<file path="src/pkg/hbs_pkg.sv">
// Package for the HDLC/BOC status flag and interrupt mask block.
// Assumes a byte-wide host control port with separate read and write strobes.
package hbs_pkg;

    localparam int unsigned HBS_ADDR_W = 8;
    localparam int unsigned HBS_DATA_W = 8;

    // register offsets on the control port
    localparam logic [7:0] HBS_OFF_EVENT_STATUS = 8'h01;
    localparam logic [7:0] HBS_OFF_EVENT_MASK   = 8'h02;

    // bit positions shared by status and mask
    localparam int unsigned HBS_BIT_RX_CODE_CHANGE    = 7;
    localparam int unsigned HBS_BIT_RX_PACKET_END     = 6;
    localparam int unsigned HBS_BIT_RX_PACKET_START   = 5;
    localparam int unsigned HBS_BIT_RX_FIFO_HALF_FULL = 4;
    localparam int unsigned HBS_BIT_RX_FIFO_NOT_EMPTY = 3;
    localparam int unsigned HBS_BIT_TX_FIFO_HALF_EMPTY = 2;
    localparam int unsigned HBS_BIT_TX_FIFO_NOT_FULL  = 1;
    localparam int unsigned HBS_BIT_TX_MESSAGE_DONE   = 0;

    // latched (clear-on-read) positions
    localparam logic [7:0] HBS_LATCHED_MASK = 8'hE1;

    // values after reset
    localparam logic [7:0] HBS_RST_LATCHED = 8'h00;
    localparam logic [7:0] HBS_RST_MASK    = 8'h00;
    localparam logic [7:0] HBS_RST_RDATA   = 8'h00;
    localparam logic [7:0] HBS_UNMAPPED_RD = 8'h00;

    // default FIFO depth in bytes
    localparam int unsigned HBS_FIFO_DEPTH = 64;

    typedef struct packed {
        logic                  rd;
        logic                  wr;
        logic [HBS_ADDR_W-1:0] addr;
        logic [HBS_DATA_W-1:0] wdata;
    } hbs_host_req_t;

    typedef struct packed {
        logic boc_detected;   // real-time code detector level
        logic rx_valid_msg;   // pulse: message passed CRC check
        logic rx_crc_err;     // pulse
        logic rx_overrun;     // pulse
        logic rx_abort;       // pulse
        logic rx_open_byte;   // pulse: opening byte of packet seen
        logic tx_msg_done;    // pulse: last byte of message sent
    } hbs_events_t;

    typedef struct packed {
        logic                  bd_prev;
        logic [7:0]            latched;
        logic [7:0]            mask;
        logic [HBS_DATA_W-1:0] rdata;
        logic                  int_n;
    } hbs_state_t;

endpackage

</file>
<file path="src/logic/hbs_status_irq.sv">
// HDLC/BOC event status register, interrupt mask register and interrupt pin.
// Assumes host strobes are one-cycle, synchronous to clk, and FIFO levels
// arrive as occupancy counts from the FIFOs themselves.
//
// How it works
// RULE1: a change of the code-detected level, either way, sets the code change flag.
// RULE2: a valid message, CRC error, overrun or abort sets the packet end flag.
// RULE3: the opening byte of a new packet sets the packet start flag.
// RULE4: the receive half-full flag is high while the receive FIFO holds more than half its depth.
// RULE5: the receive not-empty flag is high while the receive FIFO holds at least one byte.
// RULE6: the transmit half-empty flag is high while the transmit FIFO holds less than half its depth.
// RULE7: the transmit not-full flag is high while the transmit FIFO has room for one more byte.
// RULE8: the end of a transmitted message sets the message done flag.
// RULE9: the four event flags are latched and cleared by a host read of the status register.
// RULE10: each mask bit gates the flag at its position, 0 blocking and 1 passing it.
// RULE11: the active-low interrupt is asserted while any unmasked flag is set and released once cleared.
// RULE12: the four FIFO level flags are live and unaffected by status reads.
// RULE13: the interrupt request is the OR over all positions of flag AND mask.
`timescale 1ns/10ps
`default_nettype none

module hbs_status_irq
    import hbs_pkg::*;
#(
    parameter int unsigned FIFO_DEPTH = HBS_FIFO_DEPTH,
    parameter int unsigned CNT_W      = $clog2(FIFO_DEPTH + 1)
) (
    input  wire logic                   clk,        // 100 MHz clock
    input  wire logic                   rst_n,      // synchronous reset, active low
    input  wire hbs_pkg::hbs_host_req_t host_req,   // control port request
    input  wire hbs_pkg::hbs_events_t   events,     // event pulses and levels
    input  wire logic [CNT_W-1:0]       rx_count,   // receive FIFO occupancy
    input  wire logic [CNT_W-1:0]       tx_count,   // transmit FIFO occupancy
    output logic [HBS_DATA_W-1:0]       rd_data,    // read data, registered
    output logic                        int_n       // interrupt, active low
);
    import hbs_pkg::*;

    localparam logic [CNT_W-1:0] HALF_CNT = CNT_W'(FIFO_DEPTH / 2);
    localparam logic [CNT_W-1:0] FULL_CNT = CNT_W'(FIFO_DEPTH);

    hbs_state_t st_r;
    hbs_state_t st_nxt;

    logic [7:0] live;
    logic [7:0] set_ev;
    logic [7:0] status_view;
    logic       status_rd;
    logic       mask_wr;
    logic       irq_nxt;

    always_comb begin
        // RULE12: live level flags
        live = 8'h00;
        // RULE4: receive above half
        live[HBS_BIT_RX_FIFO_HALF_FULL]  = rx_count > HALF_CNT;
        // RULE5: receive has data
        live[HBS_BIT_RX_FIFO_NOT_EMPTY]  = rx_count != '0;
        // RULE6: transmit below half
        live[HBS_BIT_TX_FIFO_HALF_EMPTY] = tx_count < HALF_CNT;
        // RULE7: transmit has room
        live[HBS_BIT_TX_FIFO_NOT_FULL]   = tx_count < FULL_CNT;

        set_ev = 8'h00;
        // RULE1: detector state change
        set_ev[HBS_BIT_RX_CODE_CHANGE]  = events.boc_detected ^ st_r.bd_prev;
        // RULE2: packet end causes
        set_ev[HBS_BIT_RX_PACKET_END]   = events.rx_valid_msg | events.rx_crc_err
                                        | events.rx_overrun | events.rx_abort;
        // RULE3: opening byte seen
        set_ev[HBS_BIT_RX_PACKET_START] = events.rx_open_byte;
        // RULE8: message sent
        set_ev[HBS_BIT_TX_MESSAGE_DONE] = events.tx_msg_done;

        status_view = (st_r.latched & HBS_LATCHED_MASK) | live;
        status_rd   = host_req.rd && (host_req.addr == HBS_OFF_EVENT_STATUS);
        mask_wr     = host_req.wr && (host_req.addr == HBS_OFF_EVENT_MASK);

        st_nxt         = st_r;
        st_nxt.bd_prev = events.boc_detected;

        // RULE9: clear on read, set wins
        st_nxt.latched = ((status_rd ? 8'h00 : st_r.latched) | set_ev) & HBS_LATCHED_MASK;

        // RULE10: mask register write
        if (mask_wr) begin
            st_nxt.mask = host_req.wdata;
        end

        if (host_req.rd) begin
            case (host_req.addr)
                HBS_OFF_EVENT_STATUS: st_nxt.rdata = status_view;
                HBS_OFF_EVENT_MASK:   st_nxt.rdata = st_r.mask;
                default:              st_nxt.rdata = HBS_UNMAPPED_RD;
            endcase
        end

        // next-state flags and mask, so a mask write acts at once
        // RULE13: OR of flag AND mask
        irq_nxt = |((st_nxt.latched | live) & st_nxt.mask);
        // RULE11: pin low while pending
        st_nxt.int_n = ~irq_nxt;
    end

    always_ff @(posedge clk) begin
        if (!rst_n) begin
            // detector high at release reads as a change
            st_r.bd_prev <= 1'b0;
            st_r.latched <= HBS_RST_LATCHED;
            st_r.mask    <= HBS_RST_MASK;
            st_r.rdata   <= HBS_RST_RDATA;
            st_r.int_n   <= 1'b1;
        end else begin
            st_r <= st_nxt;
        end
    end

    assign rd_data = st_r.rdata;
    assign int_n   = st_r.int_n;

    // RULE10 per position gate
    for (genvar gi = 0; gi < 8; gi++) begin : g_pos

    end
endmodule // hbs_status_irq

`default_nettype wire

</file>
<file path="config.mk">
export PLATFORM = sky130hd
export DESIGN_NAME = hbs_status_irq
export DESIGN_NICKNAME = d
export VERILOG_FILES = /design/src/pkg/hbs_pkg.sv /design/src/logic/hbs_status_irq.sv
export SDC_FILE = /design/constraint.sdc
export NUM_CORES = 1
export LEC_CHECK = 0
export ABC_CLOCK_PERIOD_IN_PS = 1900
export BUFFER_PORTS_ARGS = -buffer_cell sky130_fd_sc_hd__buf_2
export CORE_MARGIN = 8
export CORE_UTILIZATION = 44
export DETAILED_ROUTE_END_ITERATION = 8
export PLACE_DENSITY_LB_ADDON = 0.08
export SLEW_MARGIN = 20
export SYNTH_ARGS = -nofsm -noshare
export SYNTH_HDL_FRONTEND = slang
export SYNTH_SLANG_ARGS = --single-unit
</file>
<file path="constraint.sdc">
create_clock -name clk -period 1.9 [get_ports clk]
set_input_delay 0.285 -clock clk [delete_from_list [all_inputs] [get_ports clk]]
set_output_delay 0.285 -clock clk [all_outputs]
set_load 0.05 [all_outputs]
</file>
# Word-level counts from Yosys, hierarchy flattened
# Cells that the tools add are included.
# Widths: inputs -> output; s select.
[totals] reg_bits=26 latch_bits=0 ramBits=0 rom_bits=0 inputBits=41 out_inout_bits=9 wordCells=27 mem_count=0
[op_classes] add_sub_neg=0 multipliers=0 div_mod_pow=0 magnitude_cmp=3 n_eq_ne=2 shift=0 muxes=3 bitwise_logic=9 n_reduce_logical=4
[ops] cell="$mux 8" n=2
[ops] cell="$or 8x5->8" n=2
[ops] cell="$pmux 8 s2" n=1
[ops] cell="$and 8x8->8" n=1
[ops] cell="$eq 8x1->1 const B" n=1
[ops] cell="$eq 8x2->1 const B" n=1
[ops] cell="$or 8x8->8" n=1
[ops] cell="$reduce_or 8->1" n=1
[ops] cell="$gt 7x6->1 const B" n=1
[ops] cell="$lt 7x6->1 const B" n=1
[ops] cell="$lt 7x7->1 const B" n=1
[ops] cell="$reduce_bool 7->1" n=1
[ops] cell="$or 1x1->1" n=3
[ops] cell="$logic_and 1x1->1" n=2
[ops] cell="$not 1->1" n=1
[ops] cell="$xor 1x1->1" n=1

# Logic depth before layout (Yosys ltp)
# Gate-level depths: netlist of run 1.
[logic_depth] word_depth=8 mapped_depth=5 mapped_depth_nobuf=5

# Worst setup path after synthesis of run 1
# No wires, ideal clock.
[synth_timing] kind="input-to-reg" start="in host_req[13] (netlist name)" end="reg, netlist name int_n" setup_time_ps=60 arrival_ps=1654 required_ps=1840 setup_slack_ps=186 stages=5 path_buffers=0 path_cell_list="nor4_4 nand4_4 mux2_2 a222oi_1 a41o_1"
[synth_between] elab_chain_cells=8 word_cells_on_any_way=11 classes_between="eq/ne: 2; mux: 2; bitwise: 4; reduce/logical: 3"
[synth_rtl] item="start, declared" line="hbs_status_irq.sv:30" text="input wire hbs_pkg::hbs_host_req_t host_req,"
[synth_rtl] item="$eq 8x1->1" line="hbs_status_irq.sv:76" text="status_rd = host_req.rd && (host_req.addr == HBS_OFF_EVENT_STATUS);"
[synth_rtl] item="$logic_and 1x1->1" line="hbs_status_irq.sv:76"
[synth_rtl] item="$mux 8" line="hbs_status_irq.sv:83" text="st_nxt.latched = ((status_rd ? 8'h00 : st_r.latched) | set_ev) & HBS_LATCHED_MASK;"
[synth_rtl] item="$or 8x8->8" line="hbs_status_irq.sv:83"
[synth_rtl] item="$or 8x5->8" line="hbs_status_irq.sv:100" text="irq_nxt = |((st_nxt.latched | live) & st_nxt.mask);"
[synth_rtl] item="$and 8x8->8 *" line="hbs_status_irq.sv:100"
[synth_rtl] item="$reduce_or 8->1 *" line="hbs_status_irq.sv:100"
[synth_rtl] item="$not 1->1 *" line="hbs_status_irq.sv:102" text="st_nxt.int_n = ~irq_nxt;"
# Mark *: on every way between the ends. The rest lies on a longest branch, timed or not.
# A chain may end at the register's enable or synchronous reset.

# Final worst setup path of run 1
[layout_timing] start="in host_req[13] (netlist name)" end="reg, netlist name int_n"
[layout_between] elab_chain_cells=8 word_cells_on_any_way=11 classes_between="eq/ne: 2; mux: 2; bitwise: 4; reduce/logical: 3"
[layout_rtl] item="$eq 8x1->1" line="hbs_status_irq.sv:76"
[layout_rtl] item="$logic_and 1x1->1" line="hbs_status_irq.sv:76"
[layout_rtl] item="$mux 8" line="hbs_status_irq.sv:83"
[layout_rtl] item="$or 8x8->8" line="hbs_status_irq.sv:83"
[layout_rtl] item="$or 8x5->8" line="hbs_status_irq.sv:100"
[layout_rtl] item="$and 8x8->8 *" line="hbs_status_irq.sv:100"
[layout_rtl] item="$reduce_or 8->1 *" line="hbs_status_irq.sv:100"
[layout_rtl] item="$not 1->1 *" line="hbs_status_irq.sv:102"
# Marked as above.

==> results of run 1 <==
## metrics by stage
stage	instance area (um^2)	hold WS (ns)	std cells	utilization, %	total power (W)
after floorplan	1010	0.407	102	-	0.000512
after global placement	1240	0.450	169	56.8	0.000559
after detailed placement	1240	0.458	169	56.8	0.000562
after CTS	1280	0.210	173	58.5	0.000811
after global routing	1280	0.202	173	58.5	0.000841
final	1280	0.214	173	58.5	0.000801
## layout make-up
type	instances	area share [%]
inverter	3	0.879
timing repair buffer	48	20.5
clock buffer	4	2.83
multi-input combinational	68	38.7
sequential	22	34.4
tap	28	2.73
## report_power, final
group	leakage (nW)	internal [W]	switching, W	total [W]
sequential	0.179	0.000469	0.00000378	0.000473
combinational	0.405	0.0000403	0.0000378	0.0000781
clock	0.0210	0.000117	0.000133	0.000250
## sequential cells by signal, summed over array words and instances, names as in the netlist
| register | flops |
|---|---|
| int_n | 1 |
| rd_data | 8 |
| st_r | 13 |
## routing by layer
metal	wire length (um)	up-vias	share of wire, %
li1	-	452	-
met1	1100	417	43
met2	1220	42	48
met3	211	2	8.3
met4	7	0	0.28
met5	0	-	0
## cells by family after synthesis
family	Yosys count	share of synthesized area [%]
XOR/XNOR	1	0.866
flip-flops	22	43.6
buffers and inverters	12	7.43
AO/OA/AOI/OAI	21	16.1
multiplexers	8	8.42
AND/OR/NAND/NOR	38	23.6
## cells in the mapped netlist, types with 2 or more instances
| master | count | share of area (%) |
|---|---|---|
| dfxtp_1 | 22 | 44 |
| nor2_1 | 12 | 4.5 |
| buf_4 | 8 | 5.9 |
| and2_1 | 7 | 4.3 |
| a222oi_1 | 5 | 5.0 |
| mux2_2 | 4 | 4.5 |
| mux2i_1 | 4 | 4.0 |
| nand2_1 | 4 | 1.5 |
| a21oi_1 | 3 | 1.5 |
| inv_1 | 3 | 1.1 |
| nor2b_1 | 3 | 1.9 |
| a21o_1 | 2 | 1.5 |
| a22oi_1 | 2 | 1.5 |
| o21ai_0 | 2 | 0.99 |
## cell usage in the layout, fill, tap and decap left out
cell / count
mux2_2: 4
xor2_1: 1
a21o_1: 2
o21ai_0: 2
and2_2: 1
a21o_2: 1
a41o_1: 1
nor3b_1: 1
nor3_1: 1
nand4_1: 1
nor2b_1: 3
and2_1: 7
nor3b_2: 1
or2_2: 1
buf_4: 3
nand3_1: 1
o21bai_1: 1
a221oi_1: 1
buf_12: 1
nand4_4: 1
a22oi_1: 2
a21oi_1: 3
nor4_4: 1
o31ai_1: 1
dfxtp_1: 22
inv_1: 3
nand2_1: 4
buf_2: 44
clkbuf_8: 1
clkbuf_4: 3
o22a_1: 1
nor4_1: 1
nor2_1: 12
and3b_2: 1
a222oi_1: 5
or4_1: 1
mux2i_1: 4
a31oi_1: 1
## path summary, 6_finish.rpt
kind | slack [ns] | to
max | 0.25 | int_n
max reg2reg | 0.70 | int_n
min reg2reg | 0.47 | rd_data[1]
min | 0.21 | st_r[25]
==> impl_metrics.env, run 1 <==
export IMPL_outcome="complete, no violations"
export IMPL_crit_type="in2reg"
export IMPL_period_minus_slack_ns=1.65
export IMPL_ys_types=35
export IMPL_grt_max_degree=15
export IMPL_grtUsageMet3_pct=4.70
export IMPL_drive_gt1_share_pct=43.4
export IMPL_worst_path_max_delay_cell="nor4_4"
export IMPL_grtUsageMet1_pct=14.7
export IMPL_initialDrtViolationCount=55
export IMPL_die_h_um=63.9
export IMPL_overflow=0
export IMPL_place_gp_congestion=0.832
export IMPL_clk_latency_ns=0.30
export IMPL_ff2ff_path_depth=4
export IMPL_design_die_area_mm2=0.00409
export IMPL_clk_pin_slew_ns=0.12
export IMPL_rsz0062_at_grt="no"
export IMPL_grt_busiest_layer="met2"
export IMPL_grt_util_all_layers_pct=12.1
export IMPL_finalMaxSlewViolations=0
export IMPL_skew_ns=0.00728
export IMPL_io_buffers=44
export IMPL_htreeDepth=1
export IMPL_cp_top_family="compound AO/OA/AOI/OAI gates"
export IMPL_drcViolationCount=0
export IMPL_dr_total_vias=913
export IMPL_worstReg2RegStart="st_r[25]"
export IMPL_clockBufferDepth=2
export IMPL_viasPerCell=5.28
export IMPL_cp_arrival_ns=1.90
export IMPL_antenna_found_initial=0
export IMPL_synth_nets=143
export IMPL_setup_ws_ns=0.252
export IMPL_start_util_pct=46.1
export IMPL_max_cap_viol_count=0
export IMPL_grt_use_met2_pct=19.7
export IMPL_critical_path_max_stage_delay_ns=0.39
export IMPL_cts_setup_buffers=0
export IMPL_nets=187
export IMPL_startpoint="host_req[13]"
export IMPL_path_max_fanout=4
export IMPL_syn_area_mm2=0.00101
export IMPL_max_slew_margin_pct=71.4
export IMPL_synth_area_per_cell_um2=9.91
export IMPL_worstSetupStartpointType="input pin"
export IMPL_crit_required_ns=2.15
export IMPL_multiInputGateArea_um2=495
export IMPL_tightest_slew_ns=0.428
export IMPL_fp_dieW_um=63.9
export IMPL_place_hpwl_um=2040
export IMPL_synth_ff_type="dfxtp_1"
export IMPL_synth_edff_count=0
export IMPL_async_flop_share_pct=0
export IMPL_hold_viol=0
export IMPL_setup_viol=0
export IMPL_powerDensity_mw_per_mm2=625
export IMPL_ys_warn_count=0
export IMPL_place_ws_ns=-0.0661
export IMPL_hp_start="events[6]"
export IMPL_core_area_mm2=0.00219
export IMPL_firstDrtPassIters=4
export IMPL_num_fill_cells=216
export IMPL_path_cells="buf_2, nor4_4, nand4_1, a21o_2, a222oi_1, a41o_1"
export IMPL_cts_sinks=22
export IMPL_grt_pass1_vias=951
export IMPL_crit_path_end_kind="flop"
export IMPL_grt_pass1_wl_um=4150
export IMPL_totalWireLength_um=2530
export IMPL_fin_tns_setup_ns=0
export IMPL_cts_buffers=3
export IMPL_ios=50
export IMPL_holdPathStages=2
export IMPL_p_leak_nw=0.605
export IMPL_area_delta_synth_final_pct=26.7
export IMPL_fp_row_count=17
export IMPL_postRouteAntennaNets=0
export IMPL_cts_tree="yes"
export IMPL_path_depth=6
export IMPL_holdBufCountCts=0
export IMPL_synth_yosys_seq_area_share_pct=43.6
export IMPL_ir_worst_vdd_mv=0.529
export IMPL_post_cts_resized=0
export IMPL_synth_seq_cells=22
export IMPL_fmax_mhz=607
export IMPL_diodes=0
export IMPL_syn_instance_count=102
export IMPL_hp_class="in2reg"
export IMPL_fin_crit_sh_pct=86.7
export IMPL_regArea_um2=440
export IMPL_wl_per_cell_um=14.6
export IMPL_critPathBufInv=1
export IMPL_clockRootBuffer="clkbuf_4"
No activity file was read; power rests on OpenSTA's default activity.
==> inputs of run 2 (changes only) <==
--- a/config.mk
+++ b/config.mk
@@ -7,8 +7,10 @@
 export LEC_CHECK = 0
 export ABC_CLOCK_PERIOD_IN_PS = 1900
 export BUFFER_PORTS_ARGS = -buffer_cell sky130_fd_sc_hd__buf_2
-export CORE_MARGIN = 8
-export CORE_UTILIZATION = 44
+export CAP_MARGIN = 5
+export CORE_MARGIN = 4
+export CORE_UTILIZATION = 46
+export CTS_BUF_LIST = sky130_fd_sc_hd__clkbuf_8
 export DETAILED_ROUTE_END_ITERATION = 8
 export PLACE_DENSITY_LB_ADDON = 0.08
 export SLEW_MARGIN = 20
==> impl_metrics.env, run 2 (synthesis results as in run 1) <==
export IMPL_totalWireLength_um=2390
export IMPL_wl_met3_um=227
export IMPL_drive_gt1_share_pct=44.2
export IMPL_worstSetupStartpointType="input pin"
export IMPL_ios=50
export IMPL_tightest_slew_ns=0.435
export IMPL_max_cap_viol_count=0
export IMPL_start_util_pct=50.0
export IMPL_setup_viol=0
export IMPL_clockRootBuffer="clkbuf_8"
export IMPL_cts_setup_buffers=0
export IMPL_overflow=0
export IMPL_holdPathStages=2
export IMPL_rsz0062_at_grt="no"
export IMPL_outcome="complete, no violations"
export IMPL_fmax_mhz=585
export IMPL_setup_ws_ns=0.192
export IMPL_skew_ns=0.00427
export IMPL_final_common_cell="buf_2"
export IMPL_crit_path_end_kind="flop"
export IMPL_dr_wl_met2_um=1140
export IMPL_wl_met1_um=971
export IMPL_hold_ws_ns=0.249
export IMPL_place_ws_ns=-0.115
export IMPL_clk_latency_ns=0.26
export IMPL_holdBufCountCts=0
export IMPL_grt_max_degree=15
export IMPL_fp_dieW_um=54.9
export IMPL_max_slew_margin_pct=71.0
export IMPL_post_cts_resized=0
export IMPL_worst_path_max_delay_cell="a222oi_1"
export IMPL_place_hpwl_um=1840
export IMPL_design_die_area_mm2=0.00301
export IMPL_postRouteAntennaNets=0
export IMPL_critical_path_max_stage_delay_ns=0.36
export IMPL_crit_required_ns=2.11
export IMPL_firstDrtPassIters=6
export IMPL_htreeDepth=1
export IMPL_largest_register_ffs=13
export IMPL_fin_crit_sh_pct=89.9
export IMPL_diodes=0
export IMPL_wl_per_cell_um=13.7
export IMPL_grt_pass1_vias=825
export IMPL_powerDensity_mw_per_mm2=746
export IMPL_hp_class="in2reg"
export IMPL_area_delta_synth_final_pct=30.3
export IMPL_top_register="st_r"
export IMPL_top_layer="met4"
export IMPL_hold_viol=0
export IMPL_nets=189
export IMPL_cts_sinks=22
export IMPL_grt_pass1_wl_um=3620
export IMPL_die_h_um=54.9
export IMPL_fp_row_count=16
export IMPL_viasPerCell=5.28
export IMPL_dr_total_vias=918
export IMPL_p_leak_nw=0.626
export IMPL_cts_tree="yes"
export IMPL_post_route_util_pct=65.2
export IMPL_antenna_found_initial=0
export IMPL_io_buffers=44
export IMPL_num_fill_cells=165
export IMPL_period_minus_slack_ns=1.71
export IMPL_place_gp_congestion=0.752
export IMPL_ff2ff_path_depth=4
export IMPL_cp_arrival_ns=1.92
export IMPL_grt_util_all_layers_pct=17.5
export IMPL_clk_pin_slew_ns=0.08
export IMPL_initialDrtViolationCount=17
export IMPL_clockBufferDepth=2
export IMPL_drcViolationCount=0
export IMPL_core_area_mm2=0.00202
export IMPL_final_cell_mix="buf_2, dfxtp_1, nor2_1, and2_1, buf_4"
export IMPL_path_cells="buf_2, nor4_4, nand4_1, a21o_2, a222oi_1, a41o_1"
export IMPL_crit_type="in2reg"
export IMPL_ir_worst_vdd_mv=0.467
export IMPL_path_max_fanout=5
export IMPL_finalMaxSlewViolations=0
export IMPL_cts_buffers=3
==> run 2: path summary, 6_finish.rpt <==
| kind | start | end | slack [ns] |
|---|---|---|---|
| max | host_req[13] | int_n | 0.19 |
| min | events[6] | st_r[25] | 0.25 |
| max reg2reg | st_r[25] | int_n | 0.71 |
| min reg2reg | rd_data[1] | rd_data[1] | 0.46 |
==> run 2: layer usage <==
layer,GRT usage [%],up-vias
li1,-,455
met1,21.0,417
met2,28.5,39
met3,3.81,7
met4,9.96,0
met5,0,-
==> run 2: through the flow <==
step / cells / instance area (um^2) / power [W] / setup TNS (ns)
after floorplan: 102 / 1010 / 0.000512 / 0
after detailed placement: 170 / 1250 / 0.000561 / -0.115
after global routing: 174 / 1320 / 0.00102 / 0
final: 174 / 1320 / 0.000982 / 0
after global placement: 170 / 1250 / 0.000558 / -0.0808
after CTS: 174 / 1320 / 0.000994 / 0
==> run 2: critical path, delay by kind of cell <==
| kind | cells | cell delay (ns) |
|---|---|---|
| simple gates | 2 | 0.66 |
| compound gates | 3 | 0.86 |
| buf+inv | 1 | 0.11 |
==> run 2: layout make-up <==
cell class	instances	area, um^2	share of cell area, %
Inverter	3	11.3	0.855
Timing Repair Buffer	50	265	20.1
Tap cell	27	33.8	2.56
Multi-Input combinational cell	68	495	37.6
Sequential cell	22	440	33.4
Clock inverter	1	30.0	2.28
Clock buffer	3	41.3	3.13
==> run 2: power breakdown <==
group          leakage, nW  internal [W]  switching, W
Clock               0.0357      0.000281      0.000150
Combinational        0.411     0.0000403     0.0000378
Sequential           0.179      0.000469    0.00000388
Total                0.626      0.000790      0.000192
==> inputs of run 3 (changes only) <==
--- a/config.mk
+++ b/config.mk
@@ -6,12 +6,12 @@
 export NUM_CORES = 1
 export LEC_CHECK = 0
 export ABC_CLOCK_PERIOD_IN_PS = 1900
-export BUFFER_PORTS_ARGS = -buffer_cell sky130_fd_sc_hd__buf_2
 export CAP_MARGIN = 5
 export CORE_MARGIN = 4
-export CORE_UTILIZATION = 46
+export CORE_UTILIZATION = 60
 export CTS_BUF_LIST = sky130_fd_sc_hd__clkbuf_8
 export DETAILED_ROUTE_END_ITERATION = 8
+export DONT_BUFFER_PORTS = 1
 export PLACE_DENSITY_LB_ADDON = 0.08
 export SLEW_MARGIN = 20
 export SYNTH_ARGS = -nofsm -noshare
==> impl_metrics.env, run 3 (synthesis results as in run 1) <==
export IMPL_outcome="complete, no violations"
export IMPL_critical_path_max_stage_delay_ns=0.35
export IMPL_p_leak_nw=0.418
export IMPL_path_cells="nor4_4, nand4_4, buf_4, mux2_2, o31ai_1, a41o_1"
export IMPL_cts_sinks=22
export IMPL_fin_tns_setup_ns=0
export IMPL_cts_setup_buffers=0
export IMPL_diodes=0
export IMPL_worstReg2RegStart="st_r[9]"
export IMPL_design_die_area_mm2=0.00241
export IMPL_period_minus_slack_ns=1.57
export IMPL_start_util_pct=65.6
export IMPL_max_slew_margin_pct=64.4
export IMPL_r2r_slack_ns=0.72
export IMPL_drive_gt1_share_pct=18.0
export IMPL_post_cts_resized=0
export IMPL_final_cell_mix="dfxtp_1, nor2_1, and2_1, a222oi_1"
export IMPL_wl_per_cell_um=18.2
export IMPL_ir_worst_vdd_mv=0.679
export IMPL_num_fill_cells=140
export IMPL_hold_ws_ns=0.145
export IMPL_area_delta_synth_final_pct=2.72
export IMPL_max_cap_viol_count=0
export IMPL_grt_pass1_vias=821
export IMPL_cp_top_family="simple AND/OR/NAND/NOR gates"
export IMPL_postRouteAntennaNets=0
export IMPL_powerDensity_mw_per_mm2=760
export IMPL_drcViolationCount=0
export IMPL_finalMaxSlewViolations=0
export IMPL_worst_path_max_delay_cell="nor4_4"
export IMPL_crit_path_end_kind="flop"
export IMPL_antenna_found_initial=0
export IMPL_postLayoutCellArea_mm2=0.00104
export IMPL_overflow=0
export IMPL_hold_viol=0
export IMPL_place_hpwl_um=1550
export IMPL_grt_max_degree=15
export IMPL_crit_type="in2reg"
export IMPL_clk_pin_slew_ns=0.07
export IMPL_fp_row_count=14
export IMPL_placed_area_um2=997
export IMPL_fin_crit_sh_pct=82.8
export IMPL_path_max_fanout=7
export IMPL_multiInputGateArea_um2=495
export IMPL_ios=50
export IMPL_critPathBufInv=1
export IMPL_ff2ff_path_depth=3
export IMPL_rsz0062_at_grt="no"
export IMPL_totalWireLength_um=2110
export IMPL_crit_path_end="int_n"
export IMPL_post_route_util_pct=67.4
export IMPL_clockRootBuffer="clkbuf_8"
export IMPL_viasPerCell=6.44
export IMPL_startpoint="host_req[13]"
export IMPL_die_h_um=49.1
export IMPL_largest_register_ffs=13
export IMPL_hp_class="in2reg"
export IMPL_top_register="st_r"
export IMPL_reg2reg_to="int_n"
export IMPL_path_depth=6
export IMPL_initialDrtViolationCount=33
export IMPL_grt_util_all_layers_pct=19.5
export IMPL_power_w=0.000789
export IMPL_fmax_mhz=636
export IMPL_crit_required_ns=2.10
export IMPL_cts_tree="yes"
export IMPL_worstSetupStartpointType="input pin"
export IMPL_clk_latency_ns=0.26
export IMPL_nets=143
export IMPL_place_gp_congestion=0.808
export IMPL_tightest_slew_ns=0.534
export IMPL_clockBufferDepth=2
export IMPL_regArea_um2=440
export IMPL_holdBufCountCts=0
export IMPL_grt_pass1_wl_um=3620
export IMPL_io_buffers=0
export IMPL_firstDrtPassIters=4
export IMPL_final_common_cell="dfxtp_1"
export IMPL_htreeDepth=1
export IMPL_core_area_mm2=0.00154
export IMPL_setup_viol=0
export IMPL_dr_total_vias=747
export IMPL_skew_ns=0.00225
export IMPL_cp_arrival_ns=1.78
export IMPL_cts_buffers=3
export IMPL_fp_dieW_um=49.1
==> run 3: cell types whose count changed in the layout (fill, tap and decap cells not counted) <==
cell,change
buf_2,-44
buf_4,-2
bufinv_16,-1
==> run 3: metal layers <==
layer | vias to the layer above | GRT usage, % | share of wire, %
met4 | 0 | 9.42 | 2.2
met3 | 5 | 7.95 | 10
met2 | 32 | 32.6 | 46
li1 | 366 | - | -
met1 | 344 | 21.0 | 42
met5 | - | 0 | 0
==> run 3: how the worst min path moves through the flow <==
| stage | slack, ns | from | depth (start not counted) | end |
|---|---|---|---|---|
| 3_3_place_gp | 0.41 | rst_n | 1 | st_r[14] |
| 2_1_floorplan | 0.41 | rst_n | 1 | st_r[10] |
| 4_1_cts | 0.14 | rst_n | 1 | st_r[16] |
| 6_report | 0.14 | rst_n | 1 | st_r[22] |
| 3_5_place_dp | 0.41 | events[6] | 1 | st_r[25] |
| 5_1_grt | 0.13 | rst_n | 1 | st_r[14] |
==> run 3: where the power goes <==
part	switching, W	internal [W]
Combinational	0.0000180	0.0000154
Sequential	0.00000497	0.000469
Clock	0.000140	0.000141
Total	0.000163	0.000626
==> run 3: stage by stage <==
stage,setup WS (ns),cells
finish,0.327,116
global route,0.186,116
detailed placement,0.0505,113
global placement,0.0661,113
floorplan,0.186,102
CTS,0.317,116
==> run 3: cell type report <==
cell class / instances / area share, %
Sequential cell: 22 / 42.4
Multi-Input combinational cell: 68 / 47.7
Clock buffer: 3 / 3.98
Timing Repair Buffer: 4 / 2.89
Tap cell: 16 / 1.93
Inverter: 3 / 1.08
